$ cat src/hw/eebac_pkg.sv
package eebac_pkg;
    // -------------------------------------------------------------------
    // Register selects on the I/O port
    // -------------------------------------------------------------------
    localparam logic [1:0] EEBAC_SEL_CONTROL = 2'h0;
    localparam logic [1:0] EEBAC_SEL_ADDR_LO = 2'h1;
    localparam logic [1:0] EEBAC_SEL_ADDR_HI = 2'h2;
    localparam logic [1:0] EEBAC_SEL_DATA = 2'h3;
    // -------------------------------------------------------------------
    // Control register fields, address width and data reset value
    // -------------------------------------------------------------------
    localparam int EEBAC_BIT_READ = 0;
    localparam int EEBAC_BIT_WRITE = 1;
    localparam int EEBAC_BIT_MASTER = 2;
    localparam int EEBAC_BIT_RDY_IE = 3;
    localparam int EEBAC_ADDR_W = 12;
    localparam int EEBAC_ADDR_HI_W = EEBAC_ADDR_W - 8;
    localparam logic [7:0] EEBAC_DATA_RESET = 8'h00;
    // -------------------------------------------------------------------
    // Timing
    // -------------------------------------------------------------------
    localparam logic [2:0] EEBAC_MASTER_CYCLES = 3'h4;
    localparam logic [2:0] EEBAC_WRITE_STALL = 3'h2;
    localparam logic [2:0] EEBAC_READ_STALL = 3'h4;
    localparam logic [16:0] EEBAC_PROG_RC_CYCLES = 17'h1_0800;
    localparam logic [2:0] EEBAC_RC_SYNC_W = 3'h2;
    typedef enum logic [1:0] {
        EEBAC_IDLE,
        EEBAC_PROG,
        EEBAC_COMMIT
    } eebac_state_e;
endpackage : eebac_pkg

$ cat src/hw/eebac_ctrl.sv
`timescale 1ns/100ps
module eebac_ctrl (
    input wire logic i_sys_clk, // System clock, 250 MHz.
    input wire logic i_rst, // Asynchronous reset, active high.
    input wire logic i_io_wr, // Register write strobe.
    input wire logic i_io_rd, // Register read strobe.
    input wire logic [1:0] i_io_sel, // Register select.
    input wire logic [7:0] i_io_wdata, // Register write data.
    output logic [7:0] o_io_rdata, // Register read data.
    input wire logic i_global_int_en, // Global interrupt flag from processor flags.
    input wire logic i_self_program_enable, // Flash self-programming busy.
    input wire logic i_rc_clk, // Calibrated RC oscillator level.
    output logic o_ready_irq, // Ready interrupt request level.
    output logic o_cpu_stall, // Processor halt.
    output logic [eebac_pkg::EEBAC_ADDR_W-1:0] o_mem_addr, // Array address.
    output logic [7:0] o_mem_wdata, // Array write data.
    output logic o_mem_prog, // Array programming active.
    output logic o_mem_rd, // Array read pulse.
    input wire logic [7:0] i_mem_rdata // Array read data.
);
    import eebac_pkg::*;

    // -------------------------------------------------------------------
    // Local counter constants
    // -------------------------------------------------------------------
    localparam logic [16:0] EEBAC_RC_ZERO = 17'h0_0000;
    localparam logic [16:0] EEBAC_RC_LAST = 17'h0_0001;
    localparam logic [16:0] EEBAC_RC_STEP = 17'h0_0001;
    localparam logic [2:0] EEBAC_CNT_IDLE = 3'h0;
    localparam logic [2:0] EEBAC_CNT_LAST = 3'h1;
    localparam logic [2:0] EEBAC_CNT_STEP = 3'h1;

    logic ready_interrupt_enable_q;
    logic master_write_enable_q;
    logic [2:0] master_cnt_q;
    logic write_strobe_q;
    logic [EEBAC_ADDR_W-1:0] byte_address_q;
    logic [7:0] byte_data_q;
    logic [EEBAC_ADDR_W-1:0] prog_addr_q;
    logic [7:0] prog_data_q;
    logic [2:0] stall_q;
    logic rc_s1_q;
    logic rc_s2_q;
    logic rc_s3_q;
    // The programming engine starts from a known idle state at power-up only.
    // It is kept out of the reset on purpose, so that a write survives it.
    logic [16:0] rc_cnt_q = EEBAC_RC_ZERO;
    eebac_state_e state_q = EEBAC_IDLE;
    logic prog_busy_q = 1'b0;
    // Decoded strobes for this cycle's register access.
    logic ctrl_wr;
    logic start_write;
    logic start_read;
    logic prog_start;
    // Oscillator edge and end-of-count qualifiers for the timer.
    logic rc_edge;
    logic rc_last;
    logic busy;

    // -------------------------------------------------------------------
    // Helpers
    // -------------------------------------------------------------------
    // True in the cycle in which the given register is written.
    function automatic logic sel_wr(input logic [1:0] sel);
        sel_wr = i_io_wr && (i_io_sel == sel);
    endfunction : sel_wr

    // Cycle counters stop at zero, so a counter that has run out stays idle
    // until the next command loads it again.
    function automatic logic [2:0] count_down(input logic [2:0] cnt);
        if (cnt == EEBAC_CNT_IDLE) begin
            count_down = EEBAC_CNT_IDLE;
        end else begin
            count_down = cnt - EEBAC_CNT_STEP;
        end
    endfunction : count_down

    // Control byte as software sees it; the read strobe is never stored.
    function automatic logic [7:0] ctrl_byte(input logic rdy_ie, input logic master, input logic pending);
        ctrl_byte = 8'h00;
        ctrl_byte[EEBAC_BIT_RDY_IE] = rdy_ie;
        ctrl_byte[EEBAC_BIT_MASTER] = master;
        ctrl_byte[EEBAC_BIT_WRITE] = pending;
        ctrl_byte[EEBAC_BIT_READ] = 1'b0;
    endfunction : ctrl_byte

    // -------------------------------------------------------------------
    // Command decode
    // -------------------------------------------------------------------
    // A control write carries all command bits at once, so each one is decoded
    // from the write data in the cycle of the write, not from stored state.
    assign ctrl_wr = sel_wr(EEBAC_SEL_CONTROL);
    // Busy covers a write in flight even after a reset has cleared the strobe flop.
    assign busy = write_strobe_q || prog_busy_q;
    assign start_write = ctrl_wr && i_io_wdata[EEBAC_BIT_WRITE] && master_write_enable_q
        && !busy && !i_self_program_enable;
    assign start_read = ctrl_wr && i_io_wdata[EEBAC_BIT_READ] && !busy;
    assign prog_start = start_write && (state_q == EEBAC_IDLE);
    // Rising edge of the sampled oscillator; only the second stage feeds the third.
    assign rc_edge = rc_s2_q && !rc_s3_q;
    assign rc_last = (rc_cnt_q == EEBAC_RC_LAST);

    // -------------------------------------------------------------------
    // Control bits
    // -------------------------------------------------------------------
    // Every control write rewrites the enable, since software always writes
    // the whole control byte.
    always_ff @(posedge i_sys_clk or posedge i_rst) begin
        if (i_rst) begin
            ready_interrupt_enable_q <= 1'b0;
        end else if (ctrl_wr) begin
            ready_interrupt_enable_q <= i_io_wdata[EEBAC_BIT_RDY_IE];
        end
    end

    // Master enable arms for four cycles; a fresh write of one re-arms it.
    // A start consumes the arming, so one arming can never launch two writes.
    always_ff @(posedge i_sys_clk or posedge i_rst) begin
        if (i_rst) begin
            master_write_enable_q <= 1'b0;
            master_cnt_q <= EEBAC_CNT_IDLE;
        end else if (ctrl_wr && i_io_wdata[EEBAC_BIT_MASTER] && !i_io_wdata[EEBAC_BIT_WRITE]) begin
            master_write_enable_q <= 1'b1;
            master_cnt_q <= EEBAC_MASTER_CYCLES;
        end else if (start_write || (ctrl_wr && !i_io_wdata[EEBAC_BIT_MASTER])) begin
            master_write_enable_q <= 1'b0;
            master_cnt_q <= EEBAC_CNT_IDLE;
        end else if (master_cnt_q != EEBAC_CNT_IDLE) begin
            master_cnt_q <= count_down(master_cnt_q);
            master_write_enable_q <= (master_cnt_q != EEBAC_CNT_LAST);
        end
    end

    // -------------------------------------------------------------------
    // Address and data registers
    // -------------------------------------------------------------------
    // Address has no reset: its initial value is undefined.
    // Both halves are frozen while busy, so a pending write cannot be retargeted.
    always_ff @(posedge i_sys_clk) begin
        if (sel_wr(EEBAC_SEL_ADDR_LO) && !busy) begin
            byte_address_q[7:0] <= i_io_wdata;
        end
        if (sel_wr(EEBAC_SEL_ADDR_HI) && !busy) begin
            byte_address_q[EEBAC_ADDR_W-1:8] <= i_io_wdata[EEBAC_ADDR_HI_W-1:0];
        end
    end

    // A read result and a data write never meet in one cycle, since both
    // arrive through the one register port.
    always_ff @(posedge i_sys_clk or posedge i_rst) begin
        if (i_rst) begin
            byte_data_q <= EEBAC_DATA_RESET;
        end else if (start_read) begin
            byte_data_q <= i_mem_rdata;
        end else if (sel_wr(EEBAC_SEL_DATA)) begin
            byte_data_q <= i_io_wdata;
        end
    end

    // -------------------------------------------------------------------
    // Processor stall
    // -------------------------------------------------------------------
    // The counter is loaded by the accepted command and counts down once a
    // cycle; the processor is held for as long as it is not zero.
    // A read takes precedence when one control write asks for both.
    always_ff @(posedge i_sys_clk or posedge i_rst) begin
        if (i_rst) begin
            stall_q <= EEBAC_CNT_IDLE;
        end else if (start_read) begin
            stall_q <= EEBAC_READ_STALL;
        end else if (start_write) begin
            stall_q <= EEBAC_WRITE_STALL;
        end else begin
            stall_q <= count_down(stall_q);
        end
    end

    // -------------------------------------------------------------------
    // Write strobe, cleared by programming completion
    // -------------------------------------------------------------------
    // The flop itself is reset; software still sees a pending write through
    // the busy term until the engine has finished.
    always_ff @(posedge i_sys_clk or posedge i_rst) begin
        if (i_rst) begin
            write_strobe_q <= 1'b0;
        end else if (start_write) begin
            write_strobe_q <= 1'b1;
        end else if (state_q == EEBAC_COMMIT) begin
            write_strobe_q <= 1'b0;
        end
    end

    // -------------------------------------------------------------------
    // Self-timed programming on the RC oscillator
    // -------------------------------------------------------------------
    // The oscillator is sampled three times: two stages settle it, the third gives the edge.
    always_ff @(posedge i_sys_clk) begin
        rc_s1_q <= i_rc_clk;
        rc_s2_q <= rc_s1_q;
        rc_s3_q <= rc_s2_q;
    end

    // Sequencer: idle, counting oscillator edges, then one cycle to release the strobe.
    always_ff @(posedge i_sys_clk) begin
        unique case (state_q)
            EEBAC_IDLE: begin
                if (prog_start) begin
                    state_q <= EEBAC_PROG;
                end
            end
            EEBAC_PROG: begin
                if (rc_edge && rc_last) begin
                    state_q <= EEBAC_COMMIT;
                end
            end
            EEBAC_COMMIT: begin
                state_q <= EEBAC_IDLE;
            end
            default: begin
                state_q <= EEBAC_IDLE;
            end
        endcase
    end

    // Oscillator edge counter; it is loaded at the start and runs only while programming.
    always_ff @(posedge i_sys_clk) begin
        if (prog_start) begin
            rc_cnt_q <= EEBAC_PROG_RC_CYCLES;
        end else if (state_q == EEBAC_PROG && rc_edge) begin
            rc_cnt_q <= rc_cnt_q - EEBAC_RC_STEP;
        end
    end

    // Address and data are latched at the start, so later register writes cannot reach the cell.
    always_ff @(posedge i_sys_clk) begin
        if (prog_start) begin
            prog_addr_q <= byte_address_q;
            prog_data_q <= byte_data_q;
        end
    end

    // Programming stays active from the start until the sequencer leaves its commit cycle.
    always_ff @(posedge i_sys_clk) begin
        if (prog_start) begin
            prog_busy_q <= 1'b1;
        end else if (state_q == EEBAC_COMMIT) begin
            prog_busy_q <= 1'b0;
        end
    end

    // -------------------------------------------------------------------
    // Outputs
    // -------------------------------------------------------------------
    // Read data is forced to zero outside a read, so the shared port stays quiet.
    always_comb begin
        o_io_rdata = 8'h00;
        unique case (i_io_sel)
            EEBAC_SEL_CONTROL: o_io_rdata = ctrl_byte(ready_interrupt_enable_q, master_write_enable_q, busy);
            EEBAC_SEL_ADDR_LO: o_io_rdata = byte_address_q[7:0];
            EEBAC_SEL_ADDR_HI: o_io_rdata = {4'h0, byte_address_q[EEBAC_ADDR_W-1:8]};
            EEBAC_SEL_DATA: o_io_rdata = byte_data_q;
        endcase
        if (!i_io_rd) begin
            o_io_rdata = 8'h00;
        end
    end

    // The ready request is a level that stands for as long as both interrupt enables are set and no write is pending.
    assign o_ready_irq = ready_interrupt_enable_q && i_global_int_en && !busy;
    assign o_cpu_stall = (stall_q != EEBAC_CNT_IDLE);
    // The array sees the latched address for the whole write and the live one otherwise.
    assign o_mem_addr = prog_busy_q ? prog_addr_q : byte_address_q;
    assign o_mem_wdata = prog_data_q;
    assign o_mem_prog = prog_busy_q;
    assign o_mem_rd = start_read;
endmodule : eebac_ctrl

$ cat config.mk
export PLATFORM = sky130hd
export DESIGN_NAME = eebac_ctrl
export DESIGN_NICKNAME = d
export VERILOG_FILES = /design/src/hw/eebac_pkg.sv /design/src/hw/eebac_ctrl.sv
export SDC_FILE = /design/constraint.sdc
export NUM_CORES = 1
export LEC_CHECK = 0
export ABC_AREA = 0
export ABC_CLOCK_PERIOD_IN_PS = 5240
export BUFFER_PORTS_ARGS = -buffer_cell sky130_fd_sc_hd__buf_4
export CORE_MARGIN = 5
export CORE_UTILIZATION = 50
export DETAILED_ROUTE_END_ITERATION = 10
export PLACE_DENSITY = 0.75
export SLEW_MARGIN = 20
export SYNTH_ARGS = -nofsm -noshare
export SYNTH_HDL_FRONTEND = slang
export SYNTH_SLANG_ARGS = --single-unit
$ cat constraint.sdc
create_clock -name i_sys_clk -period 5.24 [get_ports i_sys_clk]
set_input_delay 0.524 -clock i_sys_clk [delete_from_list [all_inputs] [get_ports i_sys_clk]]
set_output_delay 0.524 -clock i_sys_clk [all_outputs]
set_load 0.02 [all_outputs]
==> impl_results.md <==
- Status: complete, no violations
- Setup WS post-layout: 2.46 ns
- Chip width: 89.3 um
- Pre-antenna DRT Iters: 4
- Critical-path cell list: nor2_1, nand3_1, inv_1, buf_4
- Final #Nets: 356
- Finished Layout Cells: 409
- Net Sw Frac: 28.7%
- Multiplexer share of the synthesized area: 7.69%
- Worst R2R Setup Slack: 2.91 ns
- DR WL/cell: 16.5 um
- Die height: 89.3 um
- R2R Path Start: o_mem_prog$_SDFFE_PP1P_
- DRT antenna net count: 0
- Max-slew violations: 0
- Crit. End Element: primary output
- Initial antenna violation count: 0
- Share of cells above drive strength 1: 27.2%
- Crit path time final: 2.78 ns
- Ranking of synthesized cells by area: edfxtp_1 33%, dfrtp_1 14%, dfxtp_1 13%, mux2_2 4.7%, nand2_1 3.8%
- Reg2reg end: o_mem_wdata[0]$_DFFE_PP_
- First-pass GRT wire length: 10800 um
- Synthesized area: 0.00314 mm2
- PortBufs: 56
- Num rows: 28
- Cells after DPL: 392
- Adder-Cell Fraction of Synth Area: 0.797%
- Leading area contributor after synthesis: edfxtp_1
- Skew final: 0.00804 ns
- Total negative slack: 0 ns
- Sequential cell area fraction in the yosys report: 59.4%
- Yosys cell types: 47
- I/O pins: 57
- Fin area: 0.00382 mm2
- Post-synth EDFFs: 34
- Setup Viol. Count Final: 0
- CP Launch Type: flip-flop
- Clk pwr share: 29.6%
- Place WS: 2.57 ns
- RSZ-0062 raised after global routing: no
- Most common cell in the netlist: edfxtp_1
- Post-cts hold buffer count: 0
- Reg clk slew, reported paths: 0.08 ns
- Drt total wl: 6750 um
- Ys flop type: edfxtp_1
- Congestion Overflow GR: 0
- Peak supply drop: 0.207 mV
- DRC viols: 0
- P_leak: 1.55 nW
- Seq cells post-synth: 72
- Initial DRC count: 124
- Clock Sinks: 72
- Fmax: 0.360 GHz
- Flop pwr share: 54.6%
- Total CTS buffers: 9
- CTS tree: yes
- Syn-to-layout area delta: 21.7%
- Cells after Synth: 270
- Crit path launch: o_mem_prog$_SDFFE_PP1P_
- Final hold viol count: 0
- Finished Core Util: 63.4%
- Least-Margin Pin Slew: 0.739 ns
- Logic gate share of total power: 15.8%
- Post-CTS Setup Inserts: 0
- Die area: 0.00797 mm2
- Largest net degree at the start of global routing: 27
- Int Pwr: 0.00101 W
- Kind of critical path: flip-flop to primary output
- WP data required: 4.72 ns
- CORE AREA: 0.00603 mm2
- Vias/cell: 5.53
- Max-cap viol count: 0
- Largest family of logic cells by synthesized area: simple AND/OR/NAND/NOR gates
- Simple-gate share of the synthesized area: 20.4%
- Hold Path Class: input pin to async pin
- Synth Area in Compound Gates: 6.61%
- Synth top area share: 32.5%
- R2R depth: 4
- Avg Synthesized Cell Area: 11.6 um2
- Critical path fanouts, max: 16
- Number of global-route vias before repair: 2215
- Post-synth ARST share: 23.6%
- Worst Setup EP: o_mem_rd
- N_diodes: 0
- Syn nets: 297
- CTS Root Cell: clkbuf_8
- GP Congestion: 0.796
- Post-cts resize count: 0
- Placed cell areas: 0.00362 mm2
- Max incr delay on CP: 0.80 ns
- Initial Utilization: 52.1%
- Clk Latency, worst-skew pair: 0.34 ns
- Switching pwr: 0.000409 W
- Power Density: 372 mW/mm2
- Slowest cell on the critical path: dfxtp_1
- Final Cycle Share: 53.0%
- XOR/XNOR Fraction of Synth Area: 3.07%
- Synth warn: 0
- GRT Overall Usage: 18.1%
- Clk buf depth: 2
- Slew HR: 50.7%
- Vias: 2263
- Commonest cells in the netlist: 34 x edfxtp_1, 32 x nand2_1, 30 x nor2_1
- Hpwl dp: 4950 um
- WP data arrival: 2.25 ns
- # H-tree levels: 3
## per-stage QoR
stage               hold slack, ns  total power, W
global route                 0.271         0.00149
floorplan                    0.310        0.000918
global placement             0.310        0.000998
detailed placement           0.313         0.00101
CTS                          0.279         0.00143
finish                       0.292         0.00142
## power by group through the flow
stage / Sequential (W) / Clock [W] / Combinational, W
2_1_floorplan: 0.000759 / 0 / 0.000158
3_3_place_gp: 0.000781 / 0 / 0.000217
3_5_place_dp: 0.000787 / 0 / 0.000225
4_1_cts: 0.000777 / 0.000428 / 0.000227
5_1_grt: 0.000790 / 0.000451 / 0.000254
6_report: 0.000777 / 0.000421 / 0.000225
## critical path: cells and delay by family, from the launching register on
kind	cells	cell delay, ns
buffers and inverters	2	0.43
flip-flops	1	0.80
AND/OR/NAND/NOR	2	0.67
## layer usage
| metal | wire length (um) | global-route usage [%] | vias up |
|---|---|---|---|
| li1 | - | - | 1098 |
| met1 | 3080 | 25.1 | 1092 |
| met2 | 3230 | 28.1 | 64 |
| met3 | 344 | 3.04 | 9 |
| met4 | 103 | 8.12 | 0 |
| met5 | 0 | 0 | - |
## layout make-up
type                       instances  area, um2
tap                               75       93.8
clock buffer                      11        141
clock inverter                     5       46.3
inverter                           6       22.5
timing repair buffer              57        432
multi-input combinational        183       1220
sequential                        72       1870
fill                             488       2200
## sequential cells by signal, indices dropped and copies added, names as in the netlist
register	count
byte_address_q	12
byte_data_q	8
master_cnt_q	3
master_write_enable_q	1
o_mem_prog	1
o_mem_wdata	8
prog_addr_q	12
rc_cnt_q	17
rc_s1_q	1
rc_s2_q	1
rc_s3_q	1
ready_interrupt_enable_q	1
stall_q	3
state_q	2
write_strobe_q	1
## worst min path at each step
stage	from	endpoint	slack [ns]	cells after the start
6_report	i_rst	byte_data_q[7]$_DFFE_PP0P_	0.29	2
5_1_grt	i_rc_clk	rc_s1_q$_DFF_P_	0.27	1
4_1_cts	i_rc_clk	rc_s1_q$_DFF_P_	0.28	1
3_5_place_dp	rc_s1_q$_DFF_P_	rc_s2_q$_DFF_P_	0.31	0
3_3_place_gp	rc_s1_q$_DFF_P_	rc_s2_q$_DFF_P_	0.31	0
2_1_floorplan	rc_s1_q$_DFF_P_	rc_s2_q$_DFF_P_	0.31	0
## logic make-up after synthesis
group | Yosys count
AOI/OAI and AO/OA | 34
adders and majority gates | 2
buffers and inverters | 15
xor gates and xnor gates | 11
and+or+nand+nor | 116
muxes | 20
DFF | 72
## placed cells by master, fill, tap and decap left out, types with 6 or more instances in the layout
cell and instances:
a21oi_1 9, a31oi_1 6, buf_4 56, clkbuf_8 10, dfrtp_1 17, dfxtp_1 21
edfxtp_1 34, inv_1 6, mux2_2 13, nand2_1 32, nand3_1 11, nor2_1 30
o21ai_0 7, xor2_1 9
No activity file was read; power rests on OpenSTA's default activity.
